File: config.mk
export PLATFORM = sky130hd
export DESIGN_NAME = mfr_option_regs
export DESIGN_NICKNAME = d
export VERILOG_FILES = /design/src/hdl/mfr_pkg.sv /design/src/hdl/mfr_option_regs.sv
export SDC_FILE = /design/constraint.sdc
export NUM_CORES = 1
export LEC_CHECK = 0
export ABC_CLOCK_PERIOD_IN_PS = 5450
export BUFFER_PORTS_ARGS = -buffer_cell sky130_fd_sc_hd__buf_4
export CORE_UTILIZATION = 39
export CTS_CLUSTER_SIZE = 24
export DETAILED_ROUTE_END_ITERATION = 16
export SLEW_MARGIN = 20
export SYNTH_ARGS = -nofsm -noshare
export SYNTH_HDL_FRONTEND = slang
export SYNTH_SLANG_ARGS = --single-unit
File: constraint.sdc
create_clock -name clock -period 5.45 [get_ports clock]
set_input_delay 0.2725 -clock clock [delete_from_list [all_inputs] [get_ports clock]]
set_output_delay 0.2725 -clock clock [all_outputs]
set_load 0.01 [all_outputs]
File: src/hdl/mfr_pkg.sv
/*
  constants and carriers for the manufacturer option command bank.
  assumes a byte-level management bus front end on the same 40 MHz clock.
*/
`default_nettype none
package mfr_pkg;
  // command codes
  localparam logic [7:0] CMD_VIN_OFFSET_TRIM_PAIR = 8'hdd;
  localparam logic [7:0] CMD_VOUT_TRIM_MONITOR = 8'hde;
  localparam logic [7:0] CMD_STARTUP_STATUS_LOG = 8'hdf;
  localparam logic [7:0] CMD_SPECIAL_OPTION_CONFIG = 8'he0;
  localparam logic [7:0] CMD_INTERNAL_TEMP_OFFSET = 8'he1;
  // block byte counts
  localparam logic [7:0] VIN_PAIR_BYTES = 8'h04;
  localparam logic [7:0] STATUS_LOG_BYTES = 8'h20;
  localparam logic [7:0] WORD_BYTES = 8'h02;
  localparam logic [7:0] UNMAPPED_READ = 8'hff;
  // special option field positions
  localparam int OPT_PEC_BIT = 7;
  localparam int OPT_HRR_BIT = 6;
  localparam int OPT_DROOP_BIT = 5;
  localparam int OPT_ART_BIT = 3;
  localparam int OPT_DBV_BIT = 2;
  localparam logic [7:0] OPT_WRITE_MASK = 8'hec;
  localparam logic [7:0] OPT_RESET = 8'h00;
  // pec
  localparam logic [7:0] PEC_POLY = 8'h07;
  localparam logic [6:0] DEV_ADDR_DEFAULT = 7'h40;
  // startup status log
  localparam int LOG_WORDS = 16;
  localparam int LOG_INTERVAL_S = 8;
  localparam int CLK_HZ = 40_000_000;
  localparam int unsigned LOG_INTERVAL_CYC = LOG_INTERVAL_S * CLK_HZ;

  typedef enum logic [1:0] {LOG_IDLE, LOG_RUN, LOG_DONE} mfr_log_state_t;

  typedef struct packed {
    logic start;
    logic stop;
    logic wr_valid;
    logic [7:0] wr_data;
    logic rd_req;
  } mfr_req_t;

  typedef struct packed {
    logic pec_required;
    logic hybrid_ratio_regulation;
    logic droop_slope_select;
    logic adaptive_ramp_loop_comp;
    logic dynamic_bus_voltage;
  } mfr_opt_t;
endpackage : mfr_pkg
`default_nettype wire

File: src/hdl/mfr_option_regs.sv
/*
  manufacturer monitor and option command bank: offset and trim monitors,
  startup status log, special options byte with packet error checking.
  assumes the bus front end delivers command/data bytes and read requests
  as one-cycle strobes on this clock, and that the monitor inputs come
  from logic on the same clock.
*/
`default_nettype none
//
// Overview of operation
// - block read of vin offset pair: count 4, then off offset low, on offset high
// - word read of trim monitor returns signed output trim, low byte first
// - block read of status log: 32 bytes, word 0 first, word 15 last
// - log starts right after ramp done, one word each 8 s, sixteen words
// - option bit 7 set makes packet error check mandatory on writes
// - option bit 6 enables hybrid ratio regulation
// - option bit 5 picks droop slope: 0 linear, 1 non-linear
// - option bit 3 enables adaptive ramp with dynamic loop compensation
// - option bit 2 enables dynamic bus voltage
// - option bits 1 and 0 are reserved and do nothing
//
module mfr_option_regs
  import mfr_pkg::*;
#(
  parameter int unsigned LOG_INTERVAL_CYCLES = LOG_INTERVAL_CYC,
  parameter logic [6:0] DEV_ADDR = DEV_ADDR_DEFAULT
) (
  input wire logic clock,
  input wire logic rst_b,
  input wire mfr_req_t bus_req,
  output logic rd_valid,
  output logic [7:0] rd_data,
  output logic comm_fault,
  input wire logic [15:0] vin_on_offset,
  input wire logic [15:0] vin_off_offset,
  input wire logic [15:0] vout_trim,
  input wire logic [15:0] temp_offset,
  input wire logic ramp_done,
  input wire logic [15:0] status_word,
  output mfr_opt_t opts
);

  ////////////////////////////////////////////////////////////////////////////
  // pec crc-8
  function automatic logic [7:0] crc8(input logic [7:0] crc, input logic [7:0] b);
    logic [7:0] c;
    c = crc ^ b;
    for (int i = 0; i < 8; i++) begin
      c = c[7] ? ((c << 1) ^ PEC_POLY) : (c << 1);
    end
    return c;
  endfunction : crc8

  localparam logic [7:0] CRC_SEED = crc8(8'h00, {DEV_ADDR, 1'b0});

  ////////////////////////////////////////////////////////////////////////////
  // transaction tracking
  logic [7:0] cmd;
  logic [1:0] wr_cnt;
  logic [7:0] wr_byte1;
  logic [7:0] crc;
  logic [5:0] rd_idx;
  logic [7:0] opt_reg;

  wire first_byte = bus_req.wr_valid && (wr_cnt == 2'd0);
  wire is_opt_cmd = (cmd == CMD_SPECIAL_OPTION_CONFIG);
  wire pec_ok = (wr_cnt == 2'd3) && (crc == 8'h00);
  wire plain_ok = (wr_cnt == 2'd2) && !opt_reg[OPT_PEC_BIT];
  wire opt_stop = bus_req.stop && is_opt_cmd && (wr_cnt >= 2'd2);
  // a pec byte, when present, must be right even if not required
  wire opt_accept = opt_stop && (pec_ok || plain_ok);
  wire opt_reject = opt_stop && !(pec_ok || plain_ok);

  always_ff @(posedge clock or negedge rst_b) begin
    if (!rst_b) begin
      cmd <= 8'h00;
      wr_cnt <= 2'd0;
      wr_byte1 <= 8'h00;
      crc <= 8'h00;
    end else if (bus_req.start) begin
      wr_cnt <= 2'd0;
      crc <= CRC_SEED;
    end else if (bus_req.wr_valid) begin
      if (first_byte) begin
        cmd <= bus_req.wr_data;
      end
      if (wr_cnt == 2'd1) begin
        wr_byte1 <= bus_req.wr_data;
      end
      if (wr_cnt != 2'd3) begin
        wr_cnt <= wr_cnt + 2'd1;
      end
      crc <= crc8(crc, bus_req.wr_data);
    end
  end

  ////////////////////////////////////////////////////////////////////////////
  // special options byte
  always_ff @(posedge clock or negedge rst_b) begin
    if (!rst_b) begin
      opt_reg <= OPT_RESET;
      comm_fault <= 1'b0;
    end else begin
      comm_fault <= opt_reject;
      if (opt_accept) begin
        opt_reg <= wr_byte1 & OPT_WRITE_MASK;
      end
    end
  end

  always_ff @(posedge clock or negedge rst_b) begin
    if (!rst_b) begin
      opts <= '0;
    end else begin
      opts.pec_required <= opt_reg[OPT_PEC_BIT];
      opts.hybrid_ratio_regulation <= opt_reg[OPT_HRR_BIT];
      opts.droop_slope_select <= opt_reg[OPT_DROOP_BIT];
      opts.adaptive_ramp_loop_comp <= opt_reg[OPT_ART_BIT];
      opts.dynamic_bus_voltage <= opt_reg[OPT_DBV_BIT];
    end
  end

  ////////////////////////////////////////////////////////////////////////////
  // startup status log
  logic [15:0] log_mem [LOG_WORDS];
  mfr_log_state_t log_state;
  logic [28:0] log_timer;
  logic [3:0] log_slot;

  wire log_first = (log_state == LOG_IDLE) && ramp_done;
  wire log_tick = (log_state == LOG_RUN) &&
                  (log_timer == 29'(LOG_INTERVAL_CYCLES - 1));
  wire log_wr = log_first || log_tick;
  wire [3:0] log_wr_slot = log_first ? 4'h0 : log_slot;

  always_ff @(posedge clock or negedge rst_b) begin
    if (!rst_b) begin
      log_state <= LOG_IDLE;
      log_timer <= '0;
      log_slot <= 4'h0;
    end else begin
      unique case (log_state)
        LOG_IDLE: begin
          if (ramp_done) begin
            log_state <= LOG_RUN;
            log_slot <= 4'h1;
            log_timer <= '0;
          end
        end
        LOG_RUN: begin
          if (log_tick) begin
            log_timer <= '0;
            log_slot <= log_slot + 4'h1;
            if (log_slot == 4'(LOG_WORDS - 1)) begin
              log_state <= LOG_DONE;
            end
          end else begin
            log_timer <= log_timer + 29'd1;
          end
        end
        LOG_DONE: begin
          log_state <= LOG_DONE;
        end
      endcase
    end
  end

  genvar g;
  generate
    for (g = 0; g < LOG_WORDS; g++) begin : g_log
      always_ff @(posedge clock or negedge rst_b) begin
        if (!rst_b) begin
          log_mem[g] <= 16'h0000;
        end else if (log_wr && (log_wr_slot == 4'(g))) begin
          log_mem[g] <= status_word;
        end
      end
    end
  endgenerate

  ////////////////////////////////////////////////////////////////////////////
  // read path: blocks lead with a byte count, data goes out lsb first
  logic [255:0] log_flat;
  generate
    for (g = 0; g < LOG_WORDS; g++) begin : g_flat
      assign log_flat[g*16 +: 16] = log_mem[g];
    end
  endgenerate

  wire [31:0] vin_pair = {vin_on_offset, vin_off_offset};
  wire [5:0] blk_idx = rd_idx - 6'd1;
  wire [7:0] blk_vin = (rd_idx == 6'd0) ? VIN_PAIR_BYTES :
                       (rd_idx <= 6'd4) ? vin_pair[blk_idx[1:0]*8 +: 8] : UNMAPPED_READ;
  wire [7:0] blk_log = (rd_idx == 6'd0) ? STATUS_LOG_BYTES :
                       (rd_idx <= 6'd32) ? log_flat[blk_idx[4:0]*8 +: 8] : UNMAPPED_READ;
  wire [7:0] word_trim = (rd_idx < 6'd2) ? vout_trim[rd_idx[0]*8 +: 8] : UNMAPPED_READ;
  wire [7:0] word_temp = (rd_idx < 6'd2) ? temp_offset[rd_idx[0]*8 +: 8] : UNMAPPED_READ;
  wire [7:0] byte_opt = (rd_idx == 6'd0) ? opt_reg : UNMAPPED_READ;
  wire [7:0] rd_sel =
    (cmd == CMD_VIN_OFFSET_TRIM_PAIR) ? blk_vin :
    (cmd == CMD_VOUT_TRIM_MONITOR) ? word_trim :
    (cmd == CMD_STARTUP_STATUS_LOG) ? blk_log :
    (cmd == CMD_SPECIAL_OPTION_CONFIG) ? byte_opt :
    (cmd == CMD_INTERNAL_TEMP_OFFSET) ? word_temp : UNMAPPED_READ;

  always_ff @(posedge clock or negedge rst_b) begin
    if (!rst_b) begin
      rd_idx <= 6'd0;
      rd_valid <= 1'b0;
      rd_data <= 8'h00;
    end else begin
      rd_valid <= bus_req.rd_req;
      if (bus_req.start) begin
        rd_idx <= 6'd0;
      end else if (bus_req.rd_req) begin
        rd_data <= rd_sel;
        // saturate so long reads keep returning filler
        if (rd_idx != 6'h3f) begin
          rd_idx <= rd_idx + 6'd1;
        end
      end
    end
  end
endmodule : mfr_option_regs
`default_nettype wire

==> metrics.md, run 1 <==
| Metric | Value |
|---|---|
| M1 WL | `18.47 mm` |
| TritonCTS Buffers | `38` |
| Post-DP HPWL | `25.64 mm` |
| Synthesized area per cell | `13.33 sq um` |
| Synth cell types | `63` |
| Post-CTS setup repair buffer count | `0` |
| Metal3 WL | `1.909 mm` |
| Maxcap violations | `0` |
| Max reg flops | `256` |
| # clock sinks | `340` |
| WL/cell | `21.15 um` |
| Post-DRT Antenna Nets | `0` |
| Via density | `5.485` |
| Mapped Cells | `1,246` |
| Row count | `75` |
| Vias in the first global route | `10,870` |
| Gr usage total | `19.25%` |
| Final Hold Violating Endpoints | `0` |
| Hold crit path type | `primary input to flip-flop` |
| CTS tree | `built` |
| Mapped Area | `16,600 sq um` |
| Setup TNS Final | `0 ns` |
| Setup Viol. Count Final | `0` |
| Top post-synthesis cells by area | `dfrtp_1 51%, mux2_2 18%, mux4_2 9.8%` |
| Dominant synthesized flop cell | `dfrtp_1` |
| Post-synth EDFFs | `0` |
| Root buf cell | `clkbuf_16` |
| Worst-path clk slew | `0.06 ns` |
| #FFs+latches synth | `340` |
| Final WL | `40.42 mm` |
| Fin crit period | `3.528 ns` |
| Leak | `9.116 nW` |
| Global-route wire length before repair | `64.70 mm` |
| Fin. max-slew vios | `0` |
| Critical path launch point type | `flip-flop` |
| Nets | `1,451` |
| Post-synthesis sequential area ratio | `51.24%` |
| Worst path slowest cell | `ha_4` |
| Worst path max stage delay | `0.94 ns` |
| CP endpoint kind | `flip-flop` |
| H-tree depth | `2` |
| Pre-antenna DRT Iters | `5` |
| Antenna violations before repair | `3` |
| Yosys top cell area share | `51.24%` |
| Iteration-0 DRC Markers | `747` |
| Starting Density | `39.59%` |
| Clk buf depth | `3` |
| Worst slew pin tran | `1.140 ns` |
| Die area | `43,410 sq um` |
| Yosys warns | `0` |
| Clk Latency, worst-skew pair | `0.55 ns` |
| Global route overflow | `0` |
| Top-Level Pins | `110` |
| Crit path buf inv count | `1` |
| Crit-path max FO | `58` |
| WL met2 | `19.13 mm` |
| DRC | `0` |
| Critical-path cell list | `inv_1 -> ha_4 -> mux4_2 -> nand2_1 -> a32o_1 -> a221oi_1 -> o21ai_0 -> a31oi_1` |
| Relative slew slack | `23.83%` |
| Post-synth ARST share | `100.0%` |
| WP data required | `5.92 ns` |
| Syn_nets | `1,352` |
| Final setup margin | `1.922 ns` |
| Fmax achieved | `283.5 MHz` |
| Share of cells above drive strength 1 | `40.04%` |
| Period utilisation layout | `64.73%` |
| Post-synth top cells | `340 x dfrtp_1, 268 x mux2_2, 94 x nand2_1` |
| Top sig layer | `met5` |
| Input/output buffers | `109` |
| Via Count | `10,480` |
| Die Wd | `208.3 um` |
| Pin count of the biggest net entering global routing | `145` |
| Synth-to-layout area growth | `16.19%` |
| Data arrival, critical path | `4.00 ns` |
| Post-synth top area cell | `dfrtp_1` |
| Worst Skew | `0.03072 ns` |
| Core box area | `41,950 sq um` |
| Cell area power density | `308.1 nW/um^2` |
| Most common cell in the netlist | `dfrtp_1` |
| RSZ-0062 raised after global routing | `no` |
| Peak supply drop | `146.5 uV` |
| Place WS | `1.884 ns` |
| Die height | `208.3 um` |
| WS Path Type | `flip-flop to flip-flop` |
| Status | `finished clean` |
| CP delay by family, top | `compound AO/OA/AOI/OAI gates` |
| GPL Wtd Cong | `0.8005` |
==> cell usage in the layout, fill, tap and decap left out, drive strengths merged, types with 5 or more instances in the layout <==
cell type	Yosys	final
a21oi	17	17
and3	7	7
buf	27	127
clkbuf	51	60
dfrtp	340	340
dlygate4sd3	0	10
ha	11	11
inv	17	18
mux2	278	278
mux2i	29	29
mux4	72	72
nand2	94	94
nand2b	5	5
nand3	31	31
nand4	12	12
nand4b	5	5
nor2	75	75
nor2b	7	7
nor3	10	10
o21ai	24	24
or4	6	6
xnor2	27	27
xor2	31	31
==> report_power, final <==
part	internal, W	switching, W	total, W
Clock	0.00150	0.00100	0.00250
Sequential	0.00259	0.0000663	0.00266
Combinational	0.000358	0.000426	0.000784
==> per-stage QoR <==
step	std cells	util [%]	total power, W	area [sq um]	hold WS, ns
detailed placement	1834	42.85	0.003493	17970	0.3847
floorplan	1246	-	0.003190	16600	-0.02309
finish	1911	45.99	0.005944	19290	0.03756
global route	1911	45.99	0.006192	19290	0.02345
CTS	1910	45.98	0.006032	19290	0.007797
global placement	1834	42.83	0.003479	17970	0.3798
==> per-layer routing <==
metal / GRT usage, % / vias to the layer above
li1: - / 4740
met1: 26.23 / 5436
met2: 31.05 / 243
met3: 3.834 / 58
met4: 5.747 / 4
met5: 0 / -
==> layout make-up <==
type	instances	area, sq um
antenna	1	2.502
clock buffer	60	1155
clock inverter	6	61.31
fill	3747	22650
inverter	17	63.81
multi-input combinational	811	7750
sequential	340	8512
tap	539	674.4
timing repair buffer	137	1074
==> worst paths after layout <==
check                            from          end  slack (ns)  cells after the start
setup / recovery            rd_idx[0]   rd_data[3]        1.92                      8
hold / removal             bus_req[3]       cmd[2]        0.04                      2
setup reg to reg            rd_idx[0]   rd_data[3]        1.92                      8
hold reg to reg            opt_reg[3]      opts[1]        0.41                      0
max in group asynchronous       rst_b  log_flat[9]        3.78                      3
min in group asynchronous       rst_b       crc[2]        0.34                      2
==> kinds of logic (layout without fill, tap and decap cells) <==
logic type / after synthesis / count (layout) / synth area share, %
other: 0 / 1 / 0
AND/OR/NAND/NOR: 276 / 276 / 8.108
XOR/XNOR: 60 / 60 / 3.331
adder cells (fa/ha/maj): 11 / 11 / 0.8289
flip-flops: 340 / 340 / 51.24
buffers and inverters: 95 / 220 / 2.404
AO/OA/AOI/OAI: 85 / 85 / 3.496
multiplexers: 379 / 379 / 30.59
==> what timing repair did <==
action	4_1_cts	5_1_grt
resized for setup	0	0
hold buffers	10	0
endpoints found under the hold margin	117	0
Power figures use the tool's default switching activity.
==> run 2: changes to the inputs <==
--- a/config.mk
+++ b/config.mk
@@ -5,7 +5,7 @@
 export SDC_FILE = /design/constraint.sdc
 export NUM_CORES = 1
 export LEC_CHECK = 0
-export ABC_CLOCK_PERIOD_IN_PS = 5450
+export ABC_CLOCK_PERIOD_IN_PS = 3200
 export BUFFER_PORTS_ARGS = -buffer_cell sky130_fd_sc_hd__buf_4
 export CORE_UTILIZATION = 39
 export CTS_CLUSTER_SIZE = 24
==> constraint.sdc (replaced) <==
create_clock -name clock -period 3.2 [get_ports clock]
set_input_delay 0.16 -clock clock [delete_from_list [all_inputs] [get_ports clock]]
set_output_delay 0.16 -clock clock [all_outputs]
set_load 0.01 [all_outputs]
==> metrics.md, run 2 (synthesized netlist as in run 1, its figures left out) <==
| Metric | Value |
|---|---|
| Root buf cell | `clkbuf_16 (unchanged)` |
| WL/cell | `20.45 um (was 21.15 um)` |
| WP data required | `3.63 ns (was 5.92 ns)` |
| Iteration-0 DRC Markers | `464 (was 747)` |
| Global-route wire length before repair | `64.00 mm (was 64.70 mm)` |
| WS Path Type | `flip-flop to flip-flop (unchanged)` |
| Int Power | `0.008020 W (was 0.004449 W)` |
| Die area | `43,410 sq um (unchanged)` |
| Die Wd | `208.3 um (unchanged)` |
| Setup TNS Final | `0 ns (unchanged)` |
| Crit-path max FO | `8 (was 58)` |
| Row count | `75 (unchanged)` |
| Peak supply drop | `340.3 uV (was 146.5 uV)` |
| Fin. max-slew vios | `0 (unchanged)` |
| Max reg flops | `256 (unchanged)` |
| Relative slew slack | `52.66% (was 23.83%)` |
| Antenna Diode Count | `0 (was 1)` |
| Data arrival, critical path | `3.39 ns (was 4.00 ns)` |
| Gr usage total | `19.07% (was 19.25%)` |
| Final Hold Violating Endpoints | `0 (unchanged)` |
| Worst Skew | `0.01954 ns (was 0.03072 ns)` |
| TritonCTS Buffers | `40 (was 38)` |
| Core box area | `41,950 sq um (unchanged)` |
| Antenna violations before repair | `2 (was 3)` |
| Top sig layer | `met5 (unchanged)` |
| M1 WL | `18.09 mm (was 18.47 mm)` |
| Final setup margin | `0.2390 ns (was 1.922 ns)` |
| Status | `finished clean (unchanged)` |
| Nets | `1,493 (was 1,451)` |
| Leading cell types in the layout, fill and taps excluded | `339 x dfrtp_1, 268 x mux2_2, 144 x buf_4 (was 339 x dfrtp_1, 268 x mux2_2, 125 x buf_4)` |
| Top-Level Pins | `110 (unchanged)` |
| Final WL | `39.96 mm (was 40.42 mm)` |
| Switching share of total power | `24.32% (was 25.15%)` |
| CP endpoint kind | `flip-flop (unchanged)` |
| Via density | `5.434 (was 5.485)` |
| Hold Crit Start | `status_word[14] (was bus_req[3])` |
| Starting Density | `39.59% (unchanged)` |
| CP startpoint | `rd_idx[1] (was rd_idx[0])` |
| Fin crit period | `2.961 ns (was 3.528 ns)` |
| Synth-to-layout area growth | `19.64% (was 16.19%)` |
| Vias in the first global route | `11,050 (was 10,870)` |
| Clk Latency, worst-skew pair | `0.55 ns (about the same)` |
| Commonest non-fill, non-tap cell in the layout | `dfrtp_1 (unchanged)` |
| Share of cells above drive strength 1 | `40.92% (was 40.04%)` |
| Pre-antenna DRT Iters | `5 (unchanged)` |
| H-tree depth | `2 (unchanged)` |
| Total power | `0.01060 W (was 0.005944 W)` |
| Setup Viol. Count Final | `0 (unchanged)` |
| Via Count | `10,620 (was 10,480)` |
| Clk buf depth | `3 (unchanged)` |
| Worst-path clk slew | `0.06 ns (about the same)` |
| Post-DRT Antenna Nets | `0 (unchanged)` |
| Global route overflow | `0 (unchanged)` |
| Psw | `0.002577 W (was 0.001495 W)` |
| Post-DP HPWL | `26.63 mm (was 25.64 mm)` |
| CTS tree | `built (unchanged)` |
| Hold crit path type | `primary input to flip-flop (unchanged)` |
| Metal3 WL | `2.099 mm (was 1.909 mm)` |
| Cell area power density | `533.4 nW/um^2 (was 308.1 nW/um^2)` |
| Period utilisation layout | `92.53% (was 64.73%)` |
| Critical path launch point type | `flip-flop (unchanged)` |
| Clock Power Share | `44.4% (was 42.0%)` |
| WL met2 | `18.84 mm (was 19.13 mm)` |
| Leak | `9.400 nW (was 9.116 nW)` |
| Pin count of the biggest net entering global routing | `74 (was 145)` |
| Place WS | `0.2639 ns (was 1.884 ns)` |
| Fmax achieved | `337.7 MHz (was 283.5 MHz)` |
| DRC | `0 (unchanged)` |
| Combinational group share of total power | `13.0% (was 13.2%)` |
| Die height | `208.3 um (unchanged)` |
| GPL Wtd Cong | `0.7939 (was 0.8005)` |
| RR Startpoint | `rd_idx[1] (was rd_idx[0])` |
| Input/output buffers | `109 (unchanged)` |
| # clock sinks | `340 (unchanged)` |
| Sequential share of power | `42.6% (was 44.8%)` |
| Maxcap violations | `0 (unchanged)` |
| RSZ-0062 raised after global routing | `no (unchanged)` |
| Worst slew pin tran | `0.7101 ns (was 1.140 ns)` |
run 2: power groups by stage:
stage	Combinational (W)	Sequential [W]	Clock, W
after floorplan	0.000873	0.00457	0
after global placement	0.00134	0.00459	0
after detailed placement	0.00135	0.00460	0
after CTS	0.00139	0.00452	0.00484
after global routing	0.00150	0.00454	0.00500
final	0.00137	0.00452	0.00470
run 2: per-layer routing:
| layer | vias to the layer above | GRT usage [%] |
|---|---|---|
| met3 | 63 | 4.030 |
| li1 | 4829 | - |
| met4 | 4 | 6.258 |
| met5 | - | 0 |
| met1 | 5480 | 25.75 |
| met2 | 242 | 30.58 |
run 2: stage by stage:
step / util (%) / cells / hold slack [ns] / area [sq um]
floorplan: - / 1246 / -0.1356 / 16630
global placement: 43.46 / 1859 / 0.1876 / 18230
detailed placement: 43.46 / 1859 / 0.1936 / 18230
CTS: 47.32 / 1954 / 0.0001746 / 19850
global route: 47.36 / 1954 / 0.01675 / 19870
finish: 47.36 / 1954 / 0.01944 / 19870
run 2: worst paths after layout:
path / slack, ns / depth (start not counted) / to
max: 0.24 / 9 / rd_data[7]
min: 0.02 / 2 / log_flat[30]
max reg2reg: 0.24 / 9 / rd_data[7]
min reg2reg: 0.41 / 0 / opts[0]
max in group asynchronous: 2.04 / 3 / log_timer[1]
min in group asynchronous: 0.19 / 2 / crc[7]
run 2: critical path, stage by stage, from the launching register on:
cell and delay, ns:
dfrtp_1 0.45, inv_1 0.18, ha_1 0.47, xor2_1 0.23
nand2_1 0.08, o22ai_1 0.52, a32oi_1 0.19, a211oi_1 0.40
a2111oi_0 0.14, o22a_1 0.18
run 2: layout make-up:
class	instances	area [sq um]
timing repair buffer	177	1486
tap	539	674.4
sequential	340	8512
clock inverter	7	138.9
inverter	17	63.81
multi-input combinational	811	7761
clock buffer	63	1229
fill	3686	22080
run 2: repair_timing:
item / 4_1_cts / 5_1_grt
buffers inserted: 0 / 0
hold endpoints to repair: 220 / 0
endpoints found under the setup margin: 0 / 4
hold buffers: 25 / 0
resized for setup: 0 / 2
==> run 3: changes to the inputs <==
--- a/config.mk
+++ b/config.mk
@@ -8,6 +8,7 @@
 export ABC_CLOCK_PERIOD_IN_PS = 3200
 export BUFFER_PORTS_ARGS = -buffer_cell sky130_fd_sc_hd__buf_4
 export CORE_UTILIZATION = 39
+export CTS_BUF_LIST = sky130_fd_sc_hd__clkbuf_2
 export CTS_CLUSTER_SIZE = 24
 export DETAILED_ROUTE_END_ITERATION = 16
 export SLEW_MARGIN = 20
==> metrics.md, run 3 (synthesized netlist as in run 1, its figures left out) <==
| Metric | Value |
|---|---|
| Leading cell types in the layout, fill and taps excluded | `339 x dfrtp_1, 268 x mux2_2, 143 x buf_4 (was 339 x dfrtp_1, 268 x mux2_2, 144 x buf_4)` |
| Capturing point of the worst reg2reg path | `rd_data[2] (was rd_data[7])` |
| CP endpoint kind | `flip-flop (unchanged)` |
| Die height | `208.3 um (unchanged)` |
| Via Count | `11,270 (was 10,620)` |
| Reg2Reg Setup Slack | `0.17 ns (was 0.24 ns)` |
| Vias in the first global route | `11,820 (was 11,050)` |
| Final Hold Violating Endpoints | `0 (unchanged)` |
| CP startpoint | `rd_idx[1] (unchanged)` |
| Top-Level Pins | `110 (unchanged)` |
| Leak | `9.641 nW (was 9.400 nW)` |
| Pre-antenna DRT Iters | `5 (unchanged)` |
| Worst slew pin tran | `0.6981 ns (was 0.7101 ns)` |
| Antenna violations before repair | `3 (was 2)` |
| Peak supply drop | `218.3 uV (was 340.3 uV)` |
| TritonCTS Buffers | `89 (was 40)` |
| H-tree depth | `3 (was 2)` |
| Worst-path clk slew | `0.12 ns (was 0.06 ns)` |
| Commonest non-fill, non-tap cell in the layout | `dfrtp_1 (unchanged)` |
| Status | `finished clean (unchanged)` |
| Reg2Reg Depth | `9 (unchanged)` |
| Clk Latency, worst-skew pair | `1.01 ns (was 0.55 ns)` |
| Post-DP HPWL | `26.63 mm (unchanged)` |
| Via density | `5.333 (was 5.434)` |
| Place WS | `0.2639 ns (unchanged)` |
| Maxcap violations | `0 (unchanged)` |
| RSZ-0062 raised after global routing | `no (unchanged)` |
| Die area | `43,410 sq um (unchanged)` |
| Period utilisation layout | `94.70% (was 92.53%)` |
| Starting Density | `39.59% (unchanged)` |
| Row count | `75 (unchanged)` |
| Root buf cell | `clkbuf_2 (was clkbuf_16)` |
| Global-route wire length before repair | `66.82 mm (was 64.00 mm)` |
| Relative slew slack | `53.13% (was 52.66%)` |
| Hold crit path type | `primary input to flip-flop (unchanged)` |
| Core box area | `41,950 sq um (unchanged)` |
| WHS | `0.1233 ns (was 0.01944 ns)` |
| GPL Wtd Cong | `0.7939 (unchanged)` |
| Final WL | `41.96 mm (was 39.96 mm)` |
| Post-DRT Antenna Nets | `0 (unchanged)` |
| Fin. max-slew vios | `0 (unchanged)` |
| Gr usage total | `20.01% (was 19.07%)` |
| Pin count of the biggest net entering global routing | `68 (was 74)` |
| Critical path launch point type | `flip-flop (unchanged)` |
| Filler cell count | `3,769 (was 3,686)` |
| Data arrival, critical path | `3.95 ns (was 3.39 ns)` |
| WS Path Type | `flip-flop to flip-flop (unchanged)` |
| Global route overflow | `0 (unchanged)` |
| Worst Setup EP | `rd_data[2] (was rd_data[7])` |
| Setup TNS Final | `0 ns (unchanged)` |
| Cell area power density | `440.9 nW/um^2 (was 533.4 nW/um^2)` |
| Nets | `1,621 (was 1,493)` |
| Iteration-0 DRC Markers | `561 (was 464)` |
| Max reg flops | `256 (unchanged)` |
| Die Wd | `208.3 um (unchanged)` |
| DRC | `0 (unchanged)` |
| Crit-path max FO | `23 (was 8)` |
| RR Startpoint | `rd_idx[1] (unchanged)` |
| WP data required | `4.12 ns (was 3.63 ns)` |
| Fmax achieved | `330.0 MHz (was 337.7 MHz)` |
| # clock sinks | `340 (unchanged)` |
| Input/output buffers | `109 (unchanged)` |
| Worst Skew | `0.08408 ns (was 0.01954 ns)` |
| Fin crit period | `3.030 ns (was 2.961 ns)` |
| Synth-to-layout area growth | `20.76% (was 19.64%)` |
| WL/cell | `19.85 um (was 20.45 um)` |
| Final setup margin | `0.1698 ns (was 0.2390 ns)` |
| Clk buf depth | `3 (unchanged)` |
| CTS tree | `built (unchanged)` |
| Share of cells above drive strength 1 | `41.55% (was 40.92%)` |
| Setup Viol. Count Final | `0 (unchanged)` |
run 3: what timing repair did:
| action | in CTS | in global routing |
|---|---|---|
| hold endpoints to repair | 657 | 0 |
| hold buffers | 103 | 0 |
| endpoints found under the setup margin | 0 | 7 |
| resized for setup | 0 | 4 |
| setup buffers | 0 | 1 |
run 3: worst min-delay path by stage:
stage                     from       endpoint  slack, ns  depth (start not counted)
2_1_floorplan            rst_b         cmd[0]      -0.14                          0
3_3_place_gp             rst_b         crc[4]       0.19                          1
3_5_place_dp             rst_b         crc[7]       0.19                          1
4_1_cts        status_word[11]  log_flat[251]      0.001                          3
5_1_grt         status_word[9]   log_flat[57]       0.05                          3
6_report        status_word[3]  log_flat[131]       0.12                          3
run 3: cell type report:
cell class | count | area, sq um | share of cell area [%]
Antenna cell | 1 | 2.502 | 0.01248
Multi-Input combinational cell | 811 | 7761 | 38.71
Sequential cell | 340 | 8512 | 42.45
Tap cell | 539 | 674.4 | 3.363
Inverter | 17 | 63.81 | 0.3182
Clock buffer | 128 | 640.6 | 3.195
Timing Repair Buffer | 256 | 2307 | 11.51
Clock inverter | 22 | 90.09 | 0.4493
run 3: stage by stage:
stage / util (%) / cells / cell area [sq um] / power, W
2_1_floorplan: - / 1246 / 16630 / 0.005443
3_3_place_gp: 43.46 / 1859 / 18230 / 0.005931
3_5_place_dp: 43.46 / 1859 / 18230 / 0.005949
4_1_cts: 47.70 / 2112 / 20010 / 0.009009
5_1_grt: 47.80 / 2114 / 20050 / 0.009374
6_report: 47.80 / 2114 / 20050 / 0.008842
run 3: routing by layer:
layer	routed length [um]	GRT usage (%)
met5	23	0
met1	18840	26.27
met2	20100	32.35
met3	2124	4.740
met4	869	7.050
run 3: critical path, stage by stage, from the launching register on:
cell	delay (ns)
dfrtp_1	0.48
inv_1	0.15
ha_4	0.44
buf_12	0.23
mux4_2	0.34
dlygate4sd3_1	0.61
nor3b_1	0.23
a211oi_1	0.10
a22o_1	0.21
a21o_1	0.15
run 3: power by group:
| part | internal, W | total (W) | switching (W) |
|---|---|---|---|
| clock | 0.00106 | 0.00282 | 0.00176 |
| sequential | 0.00441 | 0.00451 | 0.000103 |
| combinational | 0.000754 | 0.00151 | 0.000752 |
| total | 0.00622 | 0.00884 | 0.00262 |
